`src/hw/cpp_pkg.sv`:
```
// Package holding widths, reset values and carrier types of the compare PWM period logic
package cpp_pkg;

  // ****************************************************************
  // Widths and reset values
  // ****************************************************************
  localparam int unsigned CNT_W = 16; // Timer, period and duty width
  localparam int unsigned PRE_W = 8; // Prescale ratio width
  localparam logic [15:0] CNT_RST = 16'h0000; // Timer count after reset
  localparam logic [15:0] DUTY_ZERO = 16'h0000; // Duty value that holds the pin low
  localparam logic [15:0] DUTY_RST = 16'h0000; // Active duty after reset
  localparam logic [7:0] PRE_RST = 8'h00; // Prescale counter after reset
  localparam logic [1:0] INSTR_DIV_LAST = 2'h3; // Four oscillator periods per instruction cycle

  // ****************************************************************
  // Timing
  // ****************************************************************
  localparam real OSC_PERIOD_NS = 4.0; // Oscillator period, equal to the block clock
  localparam real CLK_PERIOD_NS = 4.0; // Block clock period at 250 MHz
  localparam int unsigned OSC_CYCLES = (int'(OSC_PERIOD_NS / CLK_PERIOD_NS) < 1) ? 1
                                       : int'(OSC_PERIOD_NS / CLK_PERIOD_NS); // Clocks per oscillator period

  // ****************************************************************
  // Carrier types
  // ****************************************************************
  typedef struct packed
  {
    logic [15:0] period; // Period register value
    logic [15:0] duty_buf; // Duty buffer written by software
    logic [7:0] prescale; // Prescale ratio minus one
    logic enable; // Timer running
  } cpp_cfg_t;

  typedef struct packed
  {
    logic pin; // Compare output pin level
    logic pin_oe; // Pin driven by the compare unit
    logic period_flag; // One-cycle timer interrupt flag event
  } cpp_out_t;

endpackage : cpp_pkg

```
`src/hw/cpp_tick_gen.sv`:
```
// Increment tick generator: instruction clock divided by the prescaler
`timescale 1ns/1ps
`default_nettype none

module cpp_tick_gen
(
  input wire logic i_ref_clk,
  input wire logic i_rst_n,
  input wire logic i_enable,
  input wire logic [7:0] i_prescale,
  output logic o_tick
);

  // ****************************************************************
  // Divider state
  // ****************************************************************
  logic [1:0] instr_q; // Oscillator periods within instruction cycle
  logic [1:0] instr_d;
  logic [7:0] pre_q; // Instruction cycles within prescale window
  logic [7:0] pre_d;
  logic tick_q; // Registered increment tick
  logic tick_d;

  // Next-state: four oscillator periods, then the prescale count
  always_comb
  begin
    instr_d = instr_q;
    pre_d = pre_q;
    tick_d = 1'b0;
    if (!i_enable)
    begin
      // Stopped timer restarts its phase cleanly
      instr_d = 2'h0;
      pre_d = cpp_pkg::PRE_RST;
    end
    else if (instr_q == cpp_pkg::INSTR_DIV_LAST)
    begin
      instr_d = 2'h0;
      if (pre_q >= i_prescale)
      begin
        // Compare with >= so a lowered ratio never overruns
        pre_d = cpp_pkg::PRE_RST;
        tick_d = 1'b1;
      end
      else
      begin
        pre_d = pre_q + 8'h01;
      end
    end
    else
    begin
      instr_d = instr_q + 2'h1;
    end
  end

  // Registers only
  always_ff @(posedge i_ref_clk or negedge i_rst_n)
  begin
    if (!i_rst_n)
    begin
      instr_q <= 2'h0;
      pre_q <= cpp_pkg::PRE_RST;
      tick_q <= 1'b0;
    end
    else
    begin
      instr_q <= instr_d;
      pre_q <= pre_d;
      tick_q <= tick_d;
    end
  end

  assign o_tick = tick_q;

endmodule : cpp_tick_gen

`default_nettype wire

```
`src/hw/cpp_pwm_top.sv`:
```
// Compare PWM period and duty-reload logic, top level
//
// Overview of operation
// - Period is (period+1) times four times (prescale+1)
// - Count equal period: next tick clears, pin high
// - Zero duty keeps pin low at rollover
// - Duty above period keeps pin high
// - Rollover copies duty buffer into active duty
// - Rollover raises the timer interrupt flag
`timescale 1ns/1ps
`default_nettype none

module cpp_pwm_top
(
  input wire logic i_ref_clk,
  input wire logic i_rst_n,
  input wire cpp_pkg::cpp_cfg_t i_cfg,
  output cpp_pkg::cpp_out_t o_out,
  output logic [15:0] o_timebase_timer_count,
  output logic [15:0] o_duty_active_register
);

  // ****************************************************************
  // State
  // ****************************************************************
  typedef enum logic [1:0]
  {
    CPP_IDLE = 2'b00, // Timer stopped, pin low
    CPP_RUN = 2'b01 // Timer counting
  } cpp_state_t;

  cpp_state_t state_q; // Run state
  cpp_state_t state_d;
  logic [15:0] cnt_q; // Timebase timer count
  logic [15:0] cnt_d;
  logic [15:0] duty_q; // Active duty compare value
  logic [15:0] duty_d;
  logic pin_q; // Compare output pin
  logic pin_d;
  logic oe_q; // Pin owned by the compare unit
  logic oe_d;
  logic flag_q; // Timer interrupt flag event
  logic flag_d;
  logic tick; // Increment cycle strobe

  // Level at the period start for a given duty
  function automatic logic start_level(input logic [15:0] duty);
    start_level = (duty != cpp_pkg::DUTY_ZERO);
  endfunction : start_level

  // ****************************************************************
  // Increment tick
  // ****************************************************************
  cpp_tick_gen u_tick
  (
    .i_ref_clk(i_ref_clk),
    .i_rst_n(i_rst_n),
    .i_enable(i_cfg.enable),
    .i_prescale(i_cfg.prescale),
    .o_tick(tick)
  );

  // ****************************************************************
  // Period, duty and pin next-state
  // ****************************************************************
  always_comb
  begin
    state_d = state_q;
    cnt_d = cnt_q;
    duty_d = duty_q;
    pin_d = pin_q;
    oe_d = oe_q;
    flag_d = 1'b0;
    case (state_q)
      CPP_IDLE:
      begin
        // Load the first duty so the first period is correct
        pin_d = 1'b0;
        oe_d = 1'b0;
        cnt_d = cpp_pkg::CNT_RST;
        if (i_cfg.enable)
        begin
          state_d = CPP_RUN;
          oe_d = 1'b1;
          duty_d = i_cfg.duty_buf;
          pin_d = start_level(i_cfg.duty_buf);
        end
      end
      CPP_RUN:
      begin
        if (!i_cfg.enable)
        begin
          // Stop releases the pin and clears the count on the same edge
          state_d = CPP_IDLE;
          pin_d = 1'b0;
          oe_d = 1'b0;
          cnt_d = cpp_pkg::CNT_RST;
        end
        else if (tick)
        begin
          if (cnt_q == i_cfg.period)
          begin
            // Rollover: clear, reload, set pin, flag
            cnt_d = cpp_pkg::CNT_RST;
            duty_d = i_cfg.duty_buf;
            pin_d = start_level(i_cfg.duty_buf);
            flag_d = 1'b1;
          end
          else
          begin
            cnt_d = cnt_q + 16'h0001;
            // Duty above period never matches, so pin stays high
            if ((cnt_q + 16'h0001) == duty_q)
            begin
              pin_d = 1'b0;
            end
          end
        end
      end
      default:
      begin
        state_d = CPP_IDLE;
      end
    endcase
  end

  // Registers only
  always_ff @(posedge i_ref_clk or negedge i_rst_n)
  begin
    if (!i_rst_n)
    begin
      state_q <= CPP_IDLE;
      cnt_q <= cpp_pkg::CNT_RST;
      duty_q <= cpp_pkg::DUTY_RST;
      pin_q <= 1'b0;
      oe_q <= 1'b0;
      flag_q <= 1'b0;
    end
    else
    begin
      state_q <= state_d;
      cnt_q <= cnt_d;
      duty_q <= duty_d;
      pin_q <= pin_d;
      oe_q <= oe_d;
      flag_q <= flag_d;
    end
  end

  // ****************************************************************
  // Outputs, all from flip-flops
  // ****************************************************************
  // One driver for the whole carrier, fields straight from flip-flops
  assign o_out = '{pin: pin_q, pin_oe: oe_q, period_flag: flag_q};
  assign o_timebase_timer_count = cnt_q;
  assign o_duty_active_register = duty_q;

endmodule : cpp_pwm_top

`default_nettype wire

```
`config.mk`:
```
export PLATFORM = sky130hd
export DESIGN_NAME = cpp_pwm_top
export DESIGN_NICKNAME = d
export VERILOG_FILES = /design/src/hw/cpp_pkg.sv /design/src/hw/cpp_tick_gen.sv /design/src/hw/cpp_pwm_top.sv
export SDC_FILE = /design/constraint.sdc
export NUM_CORES = 1
export LEC_CHECK = 0
export BUFFER_PORTS_ARGS = -buffer_cell sky130_fd_sc_hd__buf_2
export CAP_MARGIN = 10
export CELL_PAD_IN_SITES_DETAIL_PLACEMENT = 1
export CELL_PAD_IN_SITES_GLOBAL_PLACEMENT = 1
export CORE_MARGIN = 3
export CORE_UTILIZATION = 40
export CTS_CLUSTER_DIAMETER = 50
export CTS_CLUSTER_SIZE = 16
export DETAILED_ROUTE_END_ITERATION = 8
export PLACE_DENSITY_LB_ADDON = 0.1
export SLEW_MARGIN = 0
export SYNTH_ARGS = -nofsm -noshare
export SYNTH_HDL_FRONTEND = slang
export SYNTH_SLANG_ARGS = --single-unit
```
`constraint.sdc`:
```
create_clock -name i_ref_clk -period 4 [get_ports i_ref_clk]
set_input_delay 0.4 -clock i_ref_clk [delete_from_list [all_inputs] [get_ports i_ref_clk]]
set_output_delay 0.4 -clock i_ref_clk [all_outputs]
set_load 0.02 [all_outputs]
```
==> metrics, run 1 <==
run status=complete, no violations; Post-Synthesis Cells=326; Total Nets Final=448; length in cells of the worst reg-to-reg path=7; RR Endpoint=o_timebase_timer_count[9]; number of maximum-capacitance violations=0; Max Fanout on Critical Path=27; area of the core=7490 sq um; Synth Area per Inst=9.77 sq um; average detailed-routed wire length per instance=17.2 microns; actual slew at the worst max-slew pin=943 ps; ys flop type=sky130_fd_sc_hd__dfrtp_1; later-pin clock latency in the skew report=310 ps; startpoint of the worst-slack reg-to-reg timing path=o_timebase_timer_count[4]; CTS tree=yes; critical path launch point type=flop; layout-stage area growth over the synthesis result=14.1%; maximum count of clock buffers along a single path=2; number of fillers in the final layout=885; CP Capture Type=flop; number of setup buffers added after CTS=0; global placement routability congestion=0.806; number of synthesized register bits=47; Hold/Removal Path Class=in -> async; average via count per standard cell=5.57; hold buffers post-CTS=0; H-tree levels=2; worst clock skew=8.41 ps; non-filler instance count after layout=490; critical path capture point=o_timebase_timer_count[9]; upper clock frequency limit=370 MHz; power density over cell area=502 nW/um^2; maximum number of pins on one net before global-route repair=48; y dimension of the die=95.2 microns; maximum vdd ir drop=309 uV; iteration count of the initial detailed-routing pass=5; min cycle time layout=2700 ps; first-pass GRT wire length=13500 microns; Cell variety after synth=49; synthesized cell area=3190 sq um; number of synthesized flops with an enable pin=0; final antenna-violating net count=0; minimum setup slack among reg-to-reg paths=1300 ps; final HPWL from detailed placement=6480 microns; Critical Path RT=4160 ps; number of antenna violations at the first check in global routing=0; Synthesis Warnings=0; clock sink count=47; floorplan die area=9070 sq um; gr usage total=19.2%; Starting DRT DRC Count=165; total DRC errors in the routed layout=0; unrepaired setup endpoints after global routing=no; Clock transition at path regs=90 ps; timing startpoint of the critical path=o_timebase_timer_count[4]; cts bufs inserted=5; fraction of the yosys area taken by sequential cells=36.9%; Routed Wire Length=8410 microns; final hold vios=0; num rows=31; effective utilization at floorplan=42.6%; number of top-level design ports=78; share of the clock period used by the worst path after layout=67.5%; sum of negative setup slack=0 ps; Async S/R FF share, synth=100%; most common cell after layout, fill and taps aside=sky130_fd_sc_hd__buf_2; Resized Gates After CTS=0; most used cells in the layout excluding fill and tap cells=sky130_fd_sc_hd__buf_2 (77), sky130_fd_sc_hd__dfrtp_1 (47), sky130_fd_sc_hd__o21ai_0 (25), sky130_fd_sc_hd__xor2_1 (25), sky130_fd_sc_hd__nor2_1 (18); Crit Path Class=reg -> reg; Leakage Power=1.80 nW; number of global-route vias before repair=2611; syn_nets=384; dpl cells=482; via count=2729; share of the core filled with cells=48.6%; I/O Buffers=77; max-slew violation count=0; share of cells above drive strength 1=27.9%; ANT cells=0; data arrival time of the critical path=2860 ps; Final Setup Violations=0; Root Driver=sky130_fd_sc_hd__clkbuf_8; Relative slew margins=37.1%; die width=95.2 microns; total overflow reported by the global router=0
==> critical path, cell delays in order, from the launching register on <==
cell,delay [ps]
sky130_fd_sc_hd__dfrtp_1,530
sky130_fd_sc_hd__xor2_1,220
sky130_fd_sc_hd__nor4_1,320
sky130_fd_sc_hd__nand4_1,230
sky130_fd_sc_hd__or3b_1,850
sky130_fd_sc_hd__nor2b_1,120
sky130_fd_sc_hd__o21ai_0,190
sky130_fd_sc_hd__o31ai_1,90
==> state kept, by name, indices dropped and copies added (netlist names) <==
register	flops
pin_q	1
flag_q	1
oe_q	1
u_tick.instr_q	2
state_q	1
u_tick.o_tick	1
u_tick.pre_q	8
o_timebase_timer_count	16
o_duty_active_register	16
==> area by class of cell <==
type                            instances  area, sq um  share of cell area [%]
Inverter                               15         56.3                    1.55
Multi-Input combinational cell        242         1790                    49.3
Sequential cell                        47         1180                    32.3
Timing Repair Buffer                   79          400                    11.0
Tap cell                               99          124                    3.41
Clock inverter                          2         12.5                   0.344
Clock buffer                            6         72.6                    2.00
==> synthesized netlist by cell type, types with 2 or more instances <==
cell type                   number  area, sq um
sky130_fd_sc_hd__buf_4           3         22.5
sky130_fd_sc_hd__nand2_1        14         52.6
sky130_fd_sc_hd__o41ai_1         3         26.3
sky130_fd_sc_hd__buf_6           5         56.3
sky130_fd_sc_hd__a31oi_1         7         43.8
sky130_fd_sc_hd__o21ai_0        25          125
sky130_fd_sc_hd__inv_1          15         56.3
sky130_fd_sc_hd__xnor2_1        12          105
sky130_fd_sc_hd__o31ai_1         9         67.6
sky130_fd_sc_hd__nor4_1          6         37.5
sky130_fd_sc_hd__nand2b_1        7         43.8
sky130_fd_sc_hd__clkbuf_1        3         11.3
sky130_fd_sc_hd__xor2_1         25          219
sky130_fd_sc_hd__and3_1          4         25.0
sky130_fd_sc_hd__and4_1          2         17.5
sky130_fd_sc_hd__a21oi_1        11         55.1
sky130_fd_sc_hd__a2111oi_0       3         26.3
sky130_fd_sc_hd__nor2b_1         6         37.5
sky130_fd_sc_hd__nand3_1        12         60.1
sky130_fd_sc_hd__a22o_1          4         35.0
sky130_fd_sc_hd__nand4_1        10         62.6
sky130_fd_sc_hd__and2_1          3         18.8
sky130_fd_sc_hd__dfrtp_1        47         1180
sky130_fd_sc_hd__mux2i_1         2         20.0
sky130_fd_sc_hd__nor4_2          3         37.5
sky130_fd_sc_hd__buf_2           9         45.0
sky130_fd_sc_hd__a211o_1         2         17.5
sky130_fd_sc_hd__mux2_2          8         90.1
sky130_fd_sc_hd__mux2_4         10          150
sky130_fd_sc_hd__ha_1           15          188
sky130_fd_sc_hd__a21o_1          4         30.0
sky130_fd_sc_hd__nor3_1          3         15.0
sky130_fd_sc_hd__nor2_1         18         67.6
==> report_power, final <==
group / switching (mW) / internal, mW / leakage (nW)
combinational: 0.425 / 0.374 / 1.15
sequential: 0.149 / 0.584 / 0.611
clock: 0.171 / 0.123 / 0.0412
total: 0.746 / 1.08 / 1.80
==> cells by family after synthesis <==
| kind of cell | count (synthesis) | synth area share [%] |
|---|---|---|
| xor+xnor | 37 | 10.2 |
| compound gates | 77 | 15.7 |
| fa+ha+maj | 15 | 5.89 |
| mux | 20 | 8.17 |
| flops | 47 | 36.9 |
| buf+inv | 37 | 6.76 |
| simple gates | 93 | 16.4 |
==> per-layer routing <==
metal / vias up / GRT usage, % / wire length (microns)
met2: 78 / 29.2 / 3600
met4: 0 / 4.33 / 81
met1: 1338 / 28.6 / 4260
met3: 6 / 2.92 / 457
met5: - / 0 / 0
li1: 1307 / - / -
==> worst min path at each step <==
stage / endpoint / slack [ps] / startpoint / depth (start not counted)
6_report: flag_q / 170 / i_rst_n / 2
2_1_floorplan: flag_q / 100 / i_rst_n / 0
3_3_place_gp: u_tick.instr_q[0] / 420 / u_tick.instr_q[0] / 1
4_1_cts: o_timebase_timer_count[8] / 210 / i_rst_n / 2
5_1_grt: flag_q / 230 / i_rst_n / 2
3_5_place_dp: u_tick.instr_q[0] / 440 / u_tick.instr_q[0] / 1
==> through the flow <==
step	setup slack (ps)	cell area (sq um)	hold slack (ps)	total power [mW]
after floorplan	1700	3190	104	1.33
after global placement	1330	3550	424	1.53
after CTS	1230	3640	211	1.85
after global routing	999	3640	229	1.95
final	1300	3640	173	1.83
after detailed placement	1240	3550	441	1.55
Note: power is estimated with default switching activity, not from simulation.
==> run 2, diff against run 1 <==
--- a/config.mk
+++ b/config.mk
@@ -5,12 +5,13 @@
 export SDC_FILE = /design/constraint.sdc
 export NUM_CORES = 1
 export LEC_CHECK = 0
+export ABC_AREA = 1
 export BUFFER_PORTS_ARGS = -buffer_cell sky130_fd_sc_hd__buf_2
 export CAP_MARGIN = 10
 export CELL_PAD_IN_SITES_DETAIL_PLACEMENT = 1
 export CELL_PAD_IN_SITES_GLOBAL_PLACEMENT = 1
 export CORE_MARGIN = 3
-export CORE_UTILIZATION = 40
+export CORE_UTILIZATION = 35
 export CTS_CLUSTER_DIAMETER = 50
 export CTS_CLUSTER_SIZE = 16
 export DETAILED_ROUTE_END_ITERATION = 8
==> constraint.sdc (replaced) <==
create_clock -name i_ref_clk -period 2.4 [get_ports i_ref_clk]
set_input_delay 0.24 -clock i_ref_clk [delete_from_list [all_inputs] [get_ports i_ref_clk]]
set_output_delay 0.24 -clock i_ref_clk [all_outputs]
set_load 0.02 [all_outputs]
==> run 2 against run 1 <==
Net effect: global-route usage decreased by 0.69 points; clock skew increased by 1.2 ps; non-clock buffer count increased by 12; final cell count increased by 26%; flip-flop and latch count unchanged; wire length increased by 8.5%; via count increased by 12%; first-iteration DRC count decreased by 78%; critical endpoint is now o_duty_active_register[9]; highest routed layer unchanged.
==> metrics, run 2 <==
run status=complete, no violations; cts bufs inserted=5 (unchanged); number of synthesized flops with an enable pin=0 (unchanged); clock sink count=47 (unchanged); worst clock skew=9.58 ps (+1.18 ps); Crit-path slowest cell=sky130_fd_sc_hd__dfrtp_1; via count=3050 (+12%); ys flop type=sky130_fd_sc_hd__dfrtp_1; routing layer with the top usage in global route=met2; Synth top cells by count=sky130_fd_sc_hd__nand2_1 (102), sky130_fd_sc_hd__inv_1 (71), sky130_fd_sc_hd__dfrtp_1 (47), sky130_fd_sc_hd__nand3_1 (32), sky130_fd_sc_hd__nor2_1 (25); Async S/R FF share, synth=100% (unchanged); average detailed-routed wire length per instance=14.8 microns (-14%); cell area reported after detailed placement=3730 sq um (+5.0%); number of maximum-capacitance violations=0 (unchanged); CTS tree=yes; category of cells accounting for the largest share of critical-path delay=simple AND/OR/NAND/NOR gates; final HPWL from detailed placement=7520 microns (+16%); final antenna-violating net count=0 (unchanged); GR met2 Demand/Resource=31.6% (+2.4 points); Synth Area per Inst=7.63 sq um (-22%); met1 Usage GRT=24.6% (-4.0 points); Post-Synthesis Cells=418 (+28%); final hold vios=0 (unchanged); met3 GRT Util=2.69% (-0.23 points); ANT cells=0 (unchanged); number of global-route vias before repair=3137 (+20%); synthesized cell area=3190 sq um (about the same); Relative slew margins=55.8% (+19 points); area of the core=8810 sq um (+18%); number of setup buffers added after CTS=0 (unchanged); Clock transition at path regs=90 ps (about the same); data arrival time of the critical path=2360 ps (-500 ps); maximum count of clock buffers along a single path=2 (unchanged); number of top-level design ports=78 (unchanged); CP Capture Type=flop; Routed Wire Length=9120 microns (+8.5%); maximum cell stage delay along the critical path=450 ps (-400 ps); max-slew violation count=0 (unchanged); most common cell after layout, fill and taps aside=sky130_fd_sc_hd__nand2_1; global placement routability congestion=0.814 (+1.0%); share of cells above drive strength 1=22.8% (-5.0 points); fraction of the yosys area taken by sequential cells=36.9% (about the same); maximum vdd ir drop=330 uV (+7.1%); average via count per standard cell=4.95 (-11%); most used cells in the layout excluding fill and tap cells=sky130_fd_sc_hd__nand2_1 (102), sky130_fd_sc_hd__buf_2 (77), sky130_fd_sc_hd__inv_1 (71); Root Driver=sky130_fd_sc_hd__clkbuf_8; floorplan die area=10300 sq um (+13%); Starting DRT DRC Count=36 (-78%); total power of the final layout=3.01 mW (+65%); first-pass GRT wire length=15100 microns (+12%); Hold/Removal Path Class=in -> reg; ordered cell list for the critical path=inv_1 -> or2_1 -> nand3_1 -> nor2_1 -> nand4_1 -> nor2_4 -> inv_1 -> o21ai_2 -> nand2_2 -> buf_4 -> nand2_1 -> o21ai_2; syn_nets=476 (+24%); Synthesis Warnings=0 (unchanged); cell area after layout=3830 sq um (+5.3%); H-tree levels=2 (unchanged); effective utilization at floorplan=36.2% (-6.4 points); upper clock frequency limit=461 MHz (+24%); share of the clock period used by the worst path after layout=90.5% (+23 points); critical path launch point type=flop; Final Setup Violations=0 (unchanged); die width=101 microns (+6.5%); post-synth top area share=36.9% (about the same); power density over cell area=787 nW/um^2 (+57%); iteration count of the initial detailed-routing pass=4 (-1); gr usage total=18.5% (-0.69 points); Total Nets Final=565 (+26%); total overflow reported by the global router=0 (unchanged); num rows=34 (+9.7%); I/O Buffers=77 (unchanged); Max Fanout on Critical Path=32 (+19%); Leakage Power=1.95 nW (+8.1%); largest cells by area after synthesis=sky130_fd_sc_hd__dfrtp_1 (37%), sky130_fd_sc_hd__nand2_1 (12%), sky130_fd_sc_hd__inv_1 (8.4%); combined buffer and inverter count along the critical path=3 (+3); actual slew at the worst max-slew pin=663 ps (-279 ps); layout-stage area growth over the synthesis result=20.1%; later-pin clock latency in the skew report=300 ps (about the same); y dimension of the die=101 microns (+6.5%); top cell type by total area after synthesis=sky130_fd_sc_hd__dfrtp_1; Cell variety after synth=30 (-39%); sum of negative setup slack=0 ps (unchanged); unrepaired setup endpoints after global routing=no; maximum number of pins on one net before global-route repair=33 (-31%); min cycle time layout=2170 ps (-528 ps); total DRC errors in the routed layout=0 (unchanged); number of antenna violations at the first check in global routing=0 (unchanged); cell with the most instances after synthesis=sky130_fd_sc_hd__nand2_1; Crit Path Class=reg -> reg; number of synthesized register bits=47 (unchanged); Critical Path RT=2590 ps (-1570 ps)
## run 2: cell types whose count changed after synthesis, sizes merged, moves of 8 or more
cell    change
nor2       +13
nand2      +90
o31ai       -9
xor2       -17
nor4        -8
o22ai      +20
inv        +56
buf        -11
nand3      +19
nand3b      +8
mux2       -17
## run 2: logic make-up (layout without fill, tap and decap cells)
group | Yosys count | count (layout) | share of synthesized area [%]
AOI/OAI and AO/OA | 48 | 48 | 9.69
xor gates and xnor gates | 25 | 25 | 7.30
adders and majority gates | 15 | 15 | 5.89
buffers and inverters | 80 | 170 | 10.8
DFF | 47 | 47 | 36.9
muxes | 1 | 1 | 0.353
and+or+nand+nor | 202 | 202 | 29.1
## run 2: worst reg2reg max path, stage by stage, from the launching register on
cell and delay [ps]:
sky130_fd_sc_hd__dfrtp_1 450, sky130_fd_sc_hd__inv_1 150, sky130_fd_sc_hd__or2_1 120, sky130_fd_sc_hd__nand3_1 70
sky130_fd_sc_hd__nor2_1 190, sky130_fd_sc_hd__nand4_1 190, sky130_fd_sc_hd__nor2_4 180, sky130_fd_sc_hd__inv_1 90
sky130_fd_sc_hd__o21ai_2 140, sky130_fd_sc_hd__nand2_2 50, sky130_fd_sc_hd__buf_4 240, sky130_fd_sc_hd__nand2_1 130
sky130_fd_sc_hd__o21ai_2 60
## run 2: layout make-up
class                      instances  area (sq um)
inverter                          71           267
fill                            1153          4980
clock inverter                     2          12.5
sequential                        47          1180
tap                              108           135
timing repair buffer              91           493
multi-input combinational        291          1670
clock buffer                       6          72.6
## run 2: worst paths after layout
path | start | end | slack (ps) | cells past startpoint
hold reg to reg | u_tick.instr_q[0] | u_tick.instr_q[0] | 440 | 1
min in group asynchronous | i_rst_n | o_timebase_timer_count[15] | 500 | 2
setup reg to reg | o_timebase_timer_count[14] | o_duty_active_register[9] | 230 | 12
setup / recovery | o_timebase_timer_count[14] | o_duty_active_register[9] | 230 | 12
hold / removal | i_cfg[24] | o_duty_active_register[15] | 190 | 3
max in group asynchronous | i_rst_n | o_timebase_timer_count[4] | 1260 | 3
## run 2: per-stage QoR
step	setup slack [ps]	utilization (%)	hold WS, ps	cells
after CTS	88.8	43.4	183	616
after global placement	197	42.4	310	607
after global routing	49.4	43.5	194	616
final	229	43.5	194	616
after floorplan	478	-	-55.6	418
after detailed placement	121	42.4	316	607
## run 2: timing repair
action | in CTS | in global routing
setup endpoints to repair | 0 | 2
hold buffers | 1 | 0
endpoints found under the hold margin | 24 | 0
gates resized for setup | 0 | 1
## run 2: per-layer routing
layer | vias to the layer above | part of all wire [%]
li1 | 1528 | -
met1 | 1435 | 46
met2 | 72 | 49
met3 | 15 | 3.6
met4 | 0 | 1.7
met5 | - | 0
## run 2: where the power goes
| group | internal, mW | switching (mW) |
|---|---|---|
| Sequential | 0.976 | 0.209 |
| Combinational | 0.516 | 0.829 |
| Clock | 0.204 | 0.279 |
| Total | 1.70 | 1.32 |
